<file path="src/rtl/mcg_pkg.sv">
package mcg_pkg;

    // ----------------------------------------
    // register offsets
    // ----------------------------------------
    localparam logic [15:0] ADDR_STATUS    = 16'hff47;
    localparam logic [15:0] ADDR_BIT_COUNT = 16'hff4b;
    localparam logic [15:0] ADDR_CONTROL   = 16'hff4c;
    localparam logic [15:0] ADDR_BASE_CLK  = 16'hff4d;
    localparam logic [15:0] ADDR_BAUD_DIV  = 16'hff4e;
    localparam logic [15:0] ADDR_TX_BUFFER = 16'hff4a;

    // ----------------------------------------
    // field positions
    // ----------------------------------------
    localparam int POS_ENABLE    = 7;
    localparam int POS_BIT_ORDER = 4;
    localparam int POS_LINE_CODE = 1;
    localparam int POS_IDLE_LVL  = 0;
    localparam int POS_BUSY      = 7;

    // ----------------------------------------
    // reset values
    // ----------------------------------------
    localparam logic [7:0] RST_CONTROL   = 8'h10;
    localparam logic [7:0] RST_BASE_CLK  = 8'h00;
    localparam logic [7:0] RST_BAUD_DIV  = 8'h1f;
    localparam logic [7:0] RST_BIT_COUNT = 8'h07;
    localparam logic [7:0] RST_TX_BUFFER = 8'hff;
    localparam logic [7:0] RST_STATUS    = 8'h00;

    // ----------------------------------------
    // divider constants and register write masks
    // ----------------------------------------
    localparam logic [4:0] BAUD_DIV_MIN  = 5'h04;
    localparam logic [2:0] BASE_SEL_MAX  = 3'h5;
    localparam logic [7:0] MASK_CONTROL  = 8'h93;
    localparam logic [7:0] MASK_BASE_CLK = 8'h07;
    localparam logic [7:0] MASK_BAUD_DIV = 8'h1f;
    localparam logic [7:0] MASK_BIT_CNT  = 8'h07;

    // transmitter states, gray along idle -> first half -> second half
    typedef enum logic [1:0] {
        MCG_IDLE   = 2'b00,
        MCG_HALF_A = 2'b01,
        MCG_HALF_B = 2'b11
    } mcg_state_t;

endpackage

</file>
<file path="src/rtl/mcg_half_tick.sv">
module mcg_half_tick
    import mcg_pkg::*;
(
    // clock and reset
    input  wire logic       clk,
    input  wire logic       rst,
    // control
    input  wire logic       run,
    input  wire logic [2:0] base_sel,
    input  wire logic [4:0] baud_div,
    // half-bit tick
    output logic            tick
);

    logic [4:0] pre_cnt;
    logic [4:0] next_pre_cnt;
    logic [4:0] div_cnt;
    logic [4:0] next_div_cnt;
    logic       next_tick;
    logic       base_en;
    logic [4:0] k_val;
    logic [4:0] pre_mask;

    // ----------------------------------------
    // prescaler and 5-bit counter
    // ----------------------------------------
    // base clock divide
    // prohibited codes fall back to the slowest legal ratio
    always_comb begin
        pre_mask = 5'h00;
        case ((base_sel > BASE_SEL_MAX) ? BASE_SEL_MAX : base_sel)
            3'h0:    pre_mask = 5'h00;
            3'h1:    pre_mask = 5'h01;
            3'h2:    pre_mask = 5'h03;
            3'h3:    pre_mask = 5'h07;
            3'h4:    pre_mask = 5'h0f;
            default: pre_mask = 5'h1f;
        endcase
        base_en      = ((pre_cnt & pre_mask) == pre_mask);
        next_pre_cnt = run ? 5'(pre_cnt + 5'h01) : 5'h00;
        k_val        = (baud_div < BAUD_DIV_MIN) ? BAUD_DIV_MIN : baud_div;
        next_div_cnt = div_cnt;
        next_tick    = 1'b0;
        if (!run) begin
            next_div_cnt = 5'h00;
        end else if (base_en) begin
            if (div_cnt == 5'(k_val - 5'h01)) begin
                next_div_cnt = 5'h00;
                next_tick    = 1'b1;
            end else begin
                next_div_cnt = 5'(div_cnt + 5'h01);
            end
        end
    end

    // registers only
    always_ff @(posedge clk) begin
        if (rst) begin
            pre_cnt <= 5'h00;
            div_cnt <= 5'h00;
            tick    <= 1'b0;
        end else begin
            pre_cnt <= next_pre_cnt;
            div_cnt <= next_div_cnt;
            tick    <= next_tick;
        end
    end

endmodule

</file>
<file path="src/rtl/mcg_tx.sv">
module mcg_tx
    import mcg_pkg::*;
(
    // clock and reset
    input  wire logic        CLK,
    input  wire logic        RST,
    // register port
    input  wire logic [15:0] ADDR,
    input  wire logic [7:0]  WDATA,
    input  wire logic        WR,
    input  wire logic        RD,
    output logic      [7:0]  RDATA,
    // line
    output logic             ENCODED_OUTPUT_PIN,
    output logic             TRANSMIT_START_INTERRUPT
);

    // ----------------------------------------
    // state
    // ----------------------------------------
    logic [7:0] control;
    logic [7:0] next_control;
    logic [7:0] base_clk;
    logic [7:0] next_base_clk;
    logic [7:0] baud_div;
    logic [7:0] next_baud_div;
    logic [7:0] bit_count;
    logic [7:0] next_bit_count;
    logic [7:0] tx_buffer;
    logic [7:0] next_tx_buffer;
    logic       pending;
    logic       next_pending;
    logic       busy;
    logic       next_busy;
    // per-word copies: the shifter, the bits still to go and the bit order
    // are frozen when a word loads
    logic [7:0] shifter;
    logic [7:0] next_shifter;
    logic [2:0] bits_left;
    logic [2:0] next_bits_left;
    logic       order_lsb;
    logic       next_order_lsb;
    mcg_state_t state;
    mcg_state_t next_state;
    logic       pin;
    logic       next_pin;
    logic       start_evt;
    logic       next_start_evt;
    logic [7:0] rdata;
    logic [7:0] next_rdata;
    logic       tick;
    logic       enable;
    logic       cur_bit;
    logic       load_word;

    // every part of the transmitter stops with the enable bit, so a
    // disable in mid word leaves no half-sent state behind
    assign enable = control[POS_ENABLE];

    // level driven in the first half of a bit; plain levels pass through,
    // Manchester inverts so the mid-bit edge always runs towards the data
    // value and a receiver can recover the bit from the edge direction
    function automatic logic first_half(input logic nrz,
                                        input logic data_bit);
        logic lvl;
        lvl = nrz ? data_bit : ~data_bit;
        return lvl;
    endfunction

    // aligns a word so the next bit to send is always at bit 7 or bit 0;
    // a short MSB-first word is pushed up so its top bit sits at bit 7
    function automatic logic [7:0] align_word(input logic [7:0] data,
                                              input logic [2:0] cnt,
                                              input logic       lsb);
        logic [7:0] res;
        res = data;
        if (!lsb) begin
            res = 8'(data << (3'h7 - cnt));
        end
        return res;
    endfunction

    // ----------------------------------------
    // baud tick generator
    // ----------------------------------------
    // the divider only runs while enabled, so the first tick after an
    // enable comes one full half-bit period later; a start waits for it
    // two ticks per bit
    mcg_half_tick mcg_half_tick_inst (
        .clk      (CLK),
        .rst      (RST),
        .run      (enable),
        .base_sel (base_clk[2:0]),
        .baud_div (baud_div[4:0]),
        .tick     (tick)
    );

    // ----------------------------------------
    // register file
    // ----------------------------------------
    // software writes and reads; writes to status fall through unmapped
    // read data is registered and stands for one cycle only; it returns
    // zero outside a read so several slaves can be ored onto one bus
    always_comb begin
        next_control   = control;
        next_base_clk  = base_clk;
        next_baud_div  = baud_div;
        next_bit_count = bit_count;
        next_tx_buffer = tx_buffer;
        next_rdata     = 8'h00;
        if (WR) begin
            case (ADDR)
                ADDR_CONTROL:   next_control   = WDATA & MASK_CONTROL;
                ADDR_BASE_CLK:  next_base_clk  = WDATA & MASK_BASE_CLK;
                ADDR_BAUD_DIV:  next_baud_div  = WDATA & MASK_BAUD_DIV;
                ADDR_BIT_COUNT: next_bit_count = WDATA & MASK_BIT_CNT;
                ADDR_TX_BUFFER: next_tx_buffer = WDATA;
                // unmapped addresses and status land here and change nothing
                // status write ignored
                default:        next_control   = control;
            endcase
        end
        // reads have no side effect on any register
        if (RD) begin
            case (ADDR)
                ADDR_STATUS:    next_rdata = {busy, 7'h00};
                ADDR_CONTROL:   next_rdata = control;
                ADDR_BASE_CLK:  next_rdata = base_clk;
                ADDR_BAUD_DIV:  next_rdata = baud_div;
                ADDR_BIT_COUNT: next_rdata = bit_count;
                ADDR_TX_BUFFER: next_rdata = tx_buffer;
                default:        next_rdata = 8'h00;
            endcase
        end
    end

    // ----------------------------------------
    // transmitter sequencing
    // ----------------------------------------
    // bit on the line: the shifter keeps the next bit at its outgoing end
    assign cur_bit = order_lsb ? shifter[0] : shifter[7];

    // one pass per half-bit tick: first half, second half, then either the
    // next bit, the queued word or back to idle; order and length are taken
    // at the start of a word so a late write of order or length cannot tear it
    always_comb begin
        next_state     = state;
        next_shifter   = shifter;
        next_bits_left = bits_left;
        next_order_lsb = order_lsb;
        next_pending   = pending;
        next_busy      = busy;
        next_pin       = pin;
        next_start_evt = 1'b0;
        load_word      = 1'b0;
        case (state)
            MCG_IDLE: begin
                next_pin = control[POS_IDLE_LVL];
                // a start only leaves on a tick so every half bit has full length
                if (pending && tick) begin
                    load_word = 1'b1;
                end
            end
            MCG_HALF_A: begin
                if (tick) begin
                    next_state = MCG_HALF_B;
                    // mid-bit transition
                    // second half carries the data level in both codes
                    next_pin   = cur_bit;
                end
            end
            MCG_HALF_B: begin
                if (tick) begin
                    if (bits_left != 3'h0) begin
                        next_bits_left = 3'(bits_left - 3'h1);
                        next_shifter   = order_lsb ? (shifter >> 1) : 8'(shifter << 1);
                        next_state     = MCG_HALF_A;
                        // the next bit sits one place in from the outgoing end
                        next_pin       = first_half(control[POS_LINE_CODE],
                                                    order_lsb ? shifter[1] : shifter[6]);
                    end else if (pending) begin
                        load_word = 1'b1;
                    end else begin
                        next_state = MCG_IDLE;
                        next_pin   = control[POS_IDLE_LVL];
                        next_busy  = 1'b0;
                    end
                end
            end
            default: begin
                next_state = MCG_IDLE;
            end
        endcase
        if (load_word) begin
            next_pending   = 1'b0;
            next_busy      = 1'b1;
            next_order_lsb = control[POS_BIT_ORDER];
            next_bits_left = bit_count[2:0];
            next_shifter   = align_word(tx_buffer, bit_count[2:0], control[POS_BIT_ORDER]);
            next_state     = MCG_HALF_A;
            next_start_evt = 1'b1;
            next_pin       = first_half(control[POS_LINE_CODE],
                                        control[POS_BIT_ORDER] ? tx_buffer[0]
                                                               : tx_buffer[bit_count[2:0]]);
        end
        // a buffer write in the very cycle that a word is loaded or the last
        // bit ends must not be lost, so the set comes after both clears
        // write starts transfer
        if (WR && ADDR == ADDR_TX_BUFFER && enable) begin
            next_pending = 1'b1;
            next_busy    = 1'b1;
        end
        // a late tick may still meet the disable; no word and no start
        // pulse may leave the block once enable reads zero
        // enable gates all
        if (!enable) begin
            next_state     = MCG_IDLE;
            next_pending   = 1'b0;
            next_busy      = 1'b0;
            next_pin       = control[POS_IDLE_LVL];
            next_start_evt = 1'b0;
        end
    end

    // ----------------------------------------
    // registers
    // ----------------------------------------
    // reset is synchronous; the line starts low for one cycle and then
    // follows the idle level of the reset control value
    always_ff @(posedge CLK) begin
        if (RST) begin
            control   <= RST_CONTROL;
            base_clk  <= RST_BASE_CLK;
            baud_div  <= RST_BAUD_DIV;
            bit_count <= RST_BIT_COUNT;
            tx_buffer <= RST_TX_BUFFER;
            rdata     <= RST_STATUS;
            state     <= MCG_IDLE;
            shifter   <= 8'h00;
            bits_left <= 3'h0;
            order_lsb <= 1'b0;
            pending   <= 1'b0;
            busy      <= 1'b0;
            pin       <= 1'b0;
            start_evt <= 1'b0;
        end else begin
            control   <= next_control;
            base_clk  <= next_base_clk;
            baud_div  <= next_baud_div;
            bit_count <= next_bit_count;
            tx_buffer <= next_tx_buffer;
            rdata     <= next_rdata;
            state     <= next_state;
            shifter   <= next_shifter;
            bits_left <= next_bits_left;
            order_lsb <= next_order_lsb;
            pending   <= next_pending;
            busy      <= next_busy;
            pin       <= next_pin;
            start_evt <= next_start_evt;
        end
    end

    // outputs straight from flip-flops
    assign RDATA                    = rdata;
    assign ENCODED_OUTPUT_PIN       = pin;
    assign TRANSMIT_START_INTERRUPT = start_evt;

endmodule
</file>
<file path="config.mk">
export PLATFORM = sky130hd
export DESIGN_NAME = mcg_tx
export DESIGN_NICKNAME = d
export VERILOG_FILES = /design/src/rtl/mcg_pkg.sv /design/src/rtl/mcg_half_tick.sv /design/src/rtl/mcg_tx.sv
export SDC_FILE = /design/constraint.sdc
export NUM_CORES = 1
export LEC_CHECK = 0
export ABC_AREA = 1
export BUFFER_PORTS_ARGS = -buffer_cell sky130_fd_sc_hd__buf_2
export CAP_MARGIN = 5
export CORE_MARGIN = 1.5
export CORE_UTILIZATION = 50
export DETAILED_ROUTE_END_ITERATION = 8
export HOLD_SLACK_MARGIN = 0.06
export PLACE_DENSITY = 0.7
export SYNTH_ARGS = -nofsm -noshare
export SYNTH_HDL_FRONTEND = slang
export SYNTH_SLANG_ARGS = --single-unit
</file>
<file path="constraint.sdc">
create_clock -name CLK -period 2.23 [get_ports CLK]
set_input_delay 0.1115 -clock CLK [delete_from_list [all_inputs] [get_ports CLK]]
set_output_delay 0.1115 -clock CLK [all_outputs]
set_load 0.01 [all_outputs]
</file>
==> results of run 1 <==
metal layers:
metal	vias up	track usage (%)
met5	-	0
met4	0	8.06
met3	12	5.49
met2	118	37.3
met1	1522	34.3
li1	1723	-
state kept, by name, summed over array words and instances, names as in the netlist, 3 cells and up:
signal                      cells
RDATA                           8
shifter                         8
tx_buffer                       8
baud_div                        5
mcg_half_tick_inst.div_cnt      5
mcg_half_tick_inst.pre_cnt      5
control                         4
base_clk                        3
bit_count                       3
bits_left                       3
power by group:
group	leakage (uW)	internal, uW	switching (uW)
Clock	0.0000918	519	487
Sequential	0.000484	1070	0.00802
Combinational	0.00122	36.5	54.0
worst max-delay path: cells and delay by family, from the launching register on:
family,cells,cell delay [ns]
xor gates and xnor gates,2,0.33
adders and majority gates,1,0.23
buffers and inverters,2,0.14
DFF,1,0.45
and+or+nand+nor,6,0.68
synth_stat cells (7+ instances only):
cell / number / share of area (%)
nor2_2: 7 / 1.3
inv_1: 62 / 6.8
nand4_1: 8 / 1.5
o211ai_1: 23 / 5.1
nand2_1: 96 / 11
nand3_1: 39 / 5.7
ha_1: 9 / 3.3
nand2_2: 7 / 1.3
nor3_1: 9 / 1.3
dfxtp_1: 60 / 35
o21ai_0: 40 / 5.9
a21oi_1: 33 / 4.8
nor2_1: 42 / 4.6
xnor2_1: 7 / 1.8
kinds of logic (layout without fill, tap and decap cells):
kind of cell               count (synthesis)  count (layout)  share of synthesized area, %
xor gates and xnor gates                  12              12                          3.08
adders and majority gates                  9               9                          3.30
muxes                                      1               1                         0.293
and+or+nand+nor                          217             217                          29.6
buffers and inverters                     78             132                          9.50
DFF                                       60              60                          35.2
AOI/OAI and AO/OA                        111             111                          19.0
final timing paths:
check | start | to | slack, ns
hold / removal | WDATA[1] | tx_buffer[1]$_SDFFE_PP1N_ | 0.09
hold reg to reg | mcg_half_tick_inst.pre_cnt[4]$_SDFF_PP0_ | mcg_half_tick_inst.pre_cnt[4]$_SDFF_PP0_ | 0.48
setup reg to reg | baud_div[3]$_SDFFE_PP1P_ | mcg_half_tick_inst.div_cnt[1]$_SDFFE_PP0N_ | 0.30
setup / recovery | baud_div[3]$_SDFFE_PP1P_ | mcg_half_tick_inst.div_cnt[1]$_SDFFE_PP0N_ | 0.30
cell type report:
class,count,area [um2]
Clock buffer,9,124
Clock inverter,7,75.1
Fill cell,614,2520
Inverter,66,249
Multi-Input combinational cell,350,1890
Sequential cell,60,1200
Tap cell,77,96.3
Timing Repair Buffer,50,303
through the flow:
stage / setup WS (ns) / utilization, % / total power [uW] / hold WS (ns) / area (um2)
detailed placement: 0.327 / 56.6 / 1170 / 0.336 / 3660
CTS: 0.311 / 60.9 / 2170 / 0.0847 / 3940
floorplan: 0.588 / - / 1130 / 0.181 / 3410
finish: 0.303 / 60.9 / 2170 / 0.0863 / 3940
global route: 0.0957 / 60.9 / 2230 / 0.0849 / 3940
global placement: 0.348 / 56.6 / 1170 / 0.327 / 3660
what timing repair did:
| item | CTS | global route |
|---|---|---|
| endpoints found under the hold margin | 10 | 0 |
| hold buffers | 8 | 0 |
| setup endpoints to repair | 0 | 0 |
==> results.tsv, run 1 <==
stage	metric	value	unit
outcome	outcome	finished, violations left	
outcome	violations	design-rule violations	
die	start_util	52.8	%
route	via_per_inst	5.45	
layout	final_cells	619	
placement	dp_cells	595	
route	drt_pre_antenna_iters	8	
global_route	grt_pass1_vias	3057	
synth	synth_area	3410	um2
die	die_area	7330	um2
placement	routabilityCongestion	0.959	
global_route	antenna_found_initial	0	
route	wl_per_cell	13.8	um
global_route	track_usage	24.5	%
clock_network	numCtsBuffers	9	
clock_network	cts_root_buffer	clkbuf_8	
layout	drive_above_1_share	15.3	%
die	core	6460	um2
die	dieWidth	85.6	um
layout	final_common_cell	nand2_1	
timing	period_share	86.4	%
pwr	power.leakage	0.00179	uW
route	dr.max_layer_used	met4	
timing	period_minus_slack	1.93	ns
clock_network	cts_buffer_depth	2	
placement	portBuffers	37	
route	ant_nets	0	
timing	drv_slew	0	
timing	worst_pin_slew	0.513	ns
setup_path	critical_path_required	2.47	ns
setup_path	worst-setup-path-type	flop to flop	
layout	area_delta_synth_final	15.3	%
route	wl_met2	3780	um
layout	final_cell_mix	nand2_1 (96), inv_1 (62), dfxtp_1 (60)	
setup_path	path_cells	inv_1 > nand3_1 > nand2_1 > ha_1 > xnor2_1 > xor2_1 > inv_1 > nor2_1 > nand4_1 > nand2_1 > nor2_1	
timing	setup_violations	0	
timing	finalClockSkew	0.00609	ns
setup_path	endpoint_kind	flop	
setup_path	cp_data_arrival_time	2.17	ns
setup_path	cp_slowest_cell	dfxtp_1	
global_route	overflow	0	
setup_path	cp_max_fo	5	
timing	slew_headroom	65.7	%
synth	syn_inst	488	
route	drc	1	
clock_network	clk_latency	0.34	ns
synth	synth-edff-count	0	
timing	rsz0062_at_grt	false	
synth	ys.flop_type	dfxtp_1	
synth	synth_nets	525	
run	cap_violations	0	
route	detail_route.wirelength	8520	um
die	ioPinCount	38	
synth	postSynthAreaPerCell	6.99	um2
synth	yosysWarnings	0	
clock_network	clkSlewWorstSetupHoldPaths	0.08	ns
clock_network	cts.sink_count	60	
pwr	ir_drop	0.518	mV
pwr	pwr_density_cell	551	nW/um2
timing	setup_tns	0	ns
layout	final_nets	574	
global_route	grt_start_max_net_pins	21	
global_route	grt_pass1_wl	14300	um
synth	ys_ff_latch	60	
clock_network	cts_tree	built	
synth	ys_types	40	
die	num_rows	29	
layout	num_antenna_cells	0	
worst_hold_path	holdPathStages	3	
timing	fmax	519	MHz
synth	synthArstFlopShare	0	%
timing	hold_violations	0	
clock_network	cts-htree-levels	3	
setup_path	r2r_cells	11	
route	drt-initial-drc-count	190	
synth	synth.yosys.seq_area_share	35.2	%
route	vias	3375	
route	wirelength_met1	4100	um
die	die_h	85.6	um
placement	hpwlAfterDp	6330	um
route	routed-wl-met3	548	um
clock_network	cts_setup_buffers	0	
setup_path	cpPeakStageDelay	0.45	ns
clock_network	post_cts_resized	0	
setup_path	start_kind	flop	
worst_hold_path	hold_class	input pin to flop	
(Power assumes the default switching activity.)
==> inputs of run 2 (changes only) <==
- ABC_AREA: 1 -> not set
==> run 2 against run 1 <==
Compared with the run above:
- critical endpoint is now mcg_half_tick_inst.div_cnt[0]$_SDFFE_PP0N_
- non-clock buffer count up 8
- the run now ends clean
- via count down 2.5%
- area after synthesis up 1.5%
- clock power up 11%
- die area up 1.4%
- sequential cell count unchanged
- wire length up 5.3%
==> results.tsv, run 2 <==
stage	metric	value	unit	change
synth	synth_nets	448		was 525
worst_hold_path	min_to	bit_count[2]$_SDFFE_PP1P_		was tx_buffer[1]$_SDFFE_PP1N_
setup_path	worst-setup-path-type	flop to flop		unchanged
timing	setup_violations	0		unchanged
timing	holdWs	0.0853	ns	was 0.0863 ns
pwr	pwr_density_cell	558	nW/um2	was 551 nW/um2
clock_network	cts.sink_count	60		unchanged
worst_hold_path	hp-start	WDATA[2]		was WDATA[1]
synth	synth_area	3460	um2	was 3410 um2
synth	synthArstFlopShare	0	%	unchanged
global_route	track_usage	25.5	%	was 24.5%
timing	fmax	478	MHz	was 519 MHz
layout	final_cell_mix	dfxtp_1 (56), nand2_1 (45), buf_2 (37)		was nand2_1 (96), inv_1 (62), dfxtp_1 (60)
layout	final_common_cell	dfxtp_1		was nand2_1
timing	period_share	93.9	%	was 86.4%
die	start_util	51.2	%	was 52.8%
die	num_rows	30		was 29
outcome	outcome	finished clean		was finished, violations left
timing	finalClockSkew	0.0101	ns	was 0.00609 ns
layout	stdcell_area	4070	um2	was 3940 um2
clock_network	cts_root_buffer	clkbuf_8		unchanged
synth	synth_most_common_cell	dfxtp_1		was nand2_1
timing	setup_tns	0	ns	unchanged
layout	nFillCells	600		was 614
route	vias	3291		was 3375
route	drt_pre_antenna_iters	6		was 8
synth	ys_types	61		was 40
pwr	total_power	2270	uW	was 2170 uW
clock_network	cts_tree	built		unchanged
layout	final_nets	490		was 574
synth	yosysWarnings	0		unchanged
placement	routabilityCongestion	0.850		was 0.959
setup_path	reg2reg_slack	0.14	ns	was 0.30 ns
clock_network	clk_latency	0.34	ns	about the same
setup_path	cp_data_arrival_time	2.31	ns	was 2.17 ns
timing	worst_pin_slew	0.628	ns	was 0.513 ns
route	drt-initial-drc-count	258		was 190
synth	synth-edff-count	0		unchanged
die	die_h	86.2	um	was 85.6 um
global_route	overflow	0		unchanged
clock_network	cts_buffer_depth	2		unchanged
synth	synth_area_leader_cell	dfxtp_1		unchanged
clock_network	cts_setup_buffers	0		unchanged
timing	drv_slew	0		unchanged
pwr	ir_drop	0.516	mV	was 0.518 mV
clock_network	numCtsBuffers	9		unchanged
timing	period_minus_slack	2.09	ns	was 1.93 ns
setup_path	cp_max_fo	7		was 5
setup_path	r2r_start	baud_div[4]$_SDFFE_PP1P_		was baud_div[3]$_SDFFE_PP1P_
synth	ys_ff_latch	60		unchanged
layout	drive_above_1_share	21.4	%	was 15.3%
die	dieWidth	86.2	um	was 85.6 um
setup_path	start_kind	flop		unchanged
clock_network	clkSlewWorstSetupHoldPaths	0.08	ns	about the same
layout	area_delta_synth_final	17.5	%	was 15.3%
layout	num_antenna_cells	0		unchanged
die	core	6760	um2	was 6460 um2
placement	place_area	3750	um2	was 3660 um2
route	via_per_inst	6.12		was 5.45
worst_hold_path	hold_class	input pin to flop		unchanged
run	cap_violations	0		unchanged
synth	ys.flop_type	dfxtp_1		unchanged
timing	slew_headroom	57.0	%	was 65.7%
placement	hpwlAfterDp	6350	um	was 6330 um
global_route	grt_start_max_net_pins	22		was 21
synth	synth_top_area_share	34.7	%	was 35.2%
global_route	grt_pass1_wl	15000	um	was 14300 um
synth	yosys-top-cells-count	dfxtp_1 (60), nand2_1 (45), nand3_1 (31)		was nand2_1 (96), inv_1 (62), dfxtp_1 (60)
synth	synth.yosys.seq_area_share	34.7	%	was 35.2%
die	die_area	7430	um2	was 7330 um2
global_route	grt_pass1_vias	3179		was 3057
timing	hold_violations	0		unchanged
synth	synth_top_cells_by_area	dfxtp_1 (35%), mux2i_1 (6.1%), nand2_1 (4.9%)		was dfxtp_1 (35%), nand2_1 (11%), inv_1 (6.8%)
setup_path	r2r_cells	7		was 11
worst_hold_path	holdPathStages	3		unchanged
clock_network	cts-htree-levels	3		unchanged
global_route	antenna_found_initial	0		unchanged
route	ant_nets	0		unchanged
layout	final_cells	538		was 619
route	detail_route.wirelength	8970	um	was 8520 um
pwr	power.leakage	0.00171	uW	was 0.00179 uW
placement	dp_cells	517		was 595
placement	portBuffers	37		unchanged
setup_path	r2r-end	mcg_half_tick_inst.div_cnt[0]$_SDFFE_PP0N_		was mcg_half_tick_inst.div_cnt[1]$_SDFFE_PP0N_
die	ioPinCount	38		unchanged
setup_path	endpoint_kind	flop		unchanged
route	wl_per_cell	16.7	um	was 13.8 um
route	drc	0		was 1
synth	syn_inst	411		was 488
setup_path	critical_path_required	2.45	ns	was 2.47 ns
synth	postSynthAreaPerCell	8.42	um2	was 6.99 um2
run 2: cell type report:
class	count	area, um2	area share (%)
inverter	12	45.0	1.11
sequential	60	1210	29.7
clock inverter	7	100	2.46
timing repair buffer	58	355	8.74
multi-input combinational	312	2140	52.5
tap	80	100	2.46
clock buffer	9	124	3.05
run 2: cells by family after synthesis:
kind of cell	share of synthesized area (%)
buf+inv	4.63
simple gates	25.3
flops	34.7
fa+ha+maj	3.25
compound gates	18.3
mux	10.3
xor+xnor	3.54
run 2: power by group:
group / total [uW] / switching [uW] / internal, uW
logic: 80.5 / 48.0 / 32.4
registers: 1070 / 0.00953 / 1070
clock network: 1120 / 484 / 634
total: 2270 / 532 / 1740
run 2: per-stage QoR:
| step | worst slack (ns) | utilization, % |
|---|---|---|
| 6_report | 0.136 | 60.2 |
| 2_1_floorplan | 0.0620 | - |
| 3_3_place_gp | 0.151 | 55.5 |
| 3_5_place_dp | 0.0649 | 55.5 |
| 5_1_grt | -0.0100 | 60.2 |
| 4_1_cts | 0.0577 | 59.6 |
run 2: critical path, stage by stage (launching register included):
cell and delay [ns]:
dfxtp_2 0.38, o31ai_4 0.30, ha_1 0.22, xor2_1 0.20
xnor2_1 0.14, nand4_1 0.17, o41ai_4 0.45, nor2_1 0.09
run 2: repair_timing:
item | CTS | global route
endpoints found under the hold margin | 8 | 0
hold buffers | 5 | 0
endpoints found under the setup margin | 0 | 9
gates resized for setup | 0 | 10
run 2: worst max path at each step:
stage	from	end	slack, ns	cells past startpoint
2_1_floorplan	state[0]$_SDFFE_PP0P_	shifter[7]$_SDFFE_PP0P_	0.06	7
3_3_place_gp	state[0]$_SDFFE_PP0P_	shifter[7]$_SDFFE_PP0P_	0.15	7
3_5_place_dp	baud_div[4]$_SDFFE_PP1P_	mcg_half_tick_inst.div_cnt[0]$_SDFFE_PP0N_	0.06	7
4_1_cts	baud_div[4]$_SDFFE_PP1P_	mcg_half_tick_inst.div_cnt[0]$_SDFFE_PP0N_	0.06	7
5_1_grt	baud_div[4]$_SDFFE_PP1P_	mcg_half_tick_inst.div_cnt[0]$_SDFFE_PP0N_	-0.01	7
6_report	baud_div[4]$_SDFFE_PP1P_	mcg_half_tick_inst.div_cnt[0]$_SDFFE_PP0N_	0.14	7
run 2: metal layers:
metal  up-vias  part of all wire [%]  track usage, %  routed length (um)
li1       1583                     -               -                   -
met1      1556                    44            32.7                3990
met2       129                    47            41.7                4180
met3        23                   6.7            5.62                 603
met4         0                   2.2            10.7                 201
met5         -                     0               0                   0
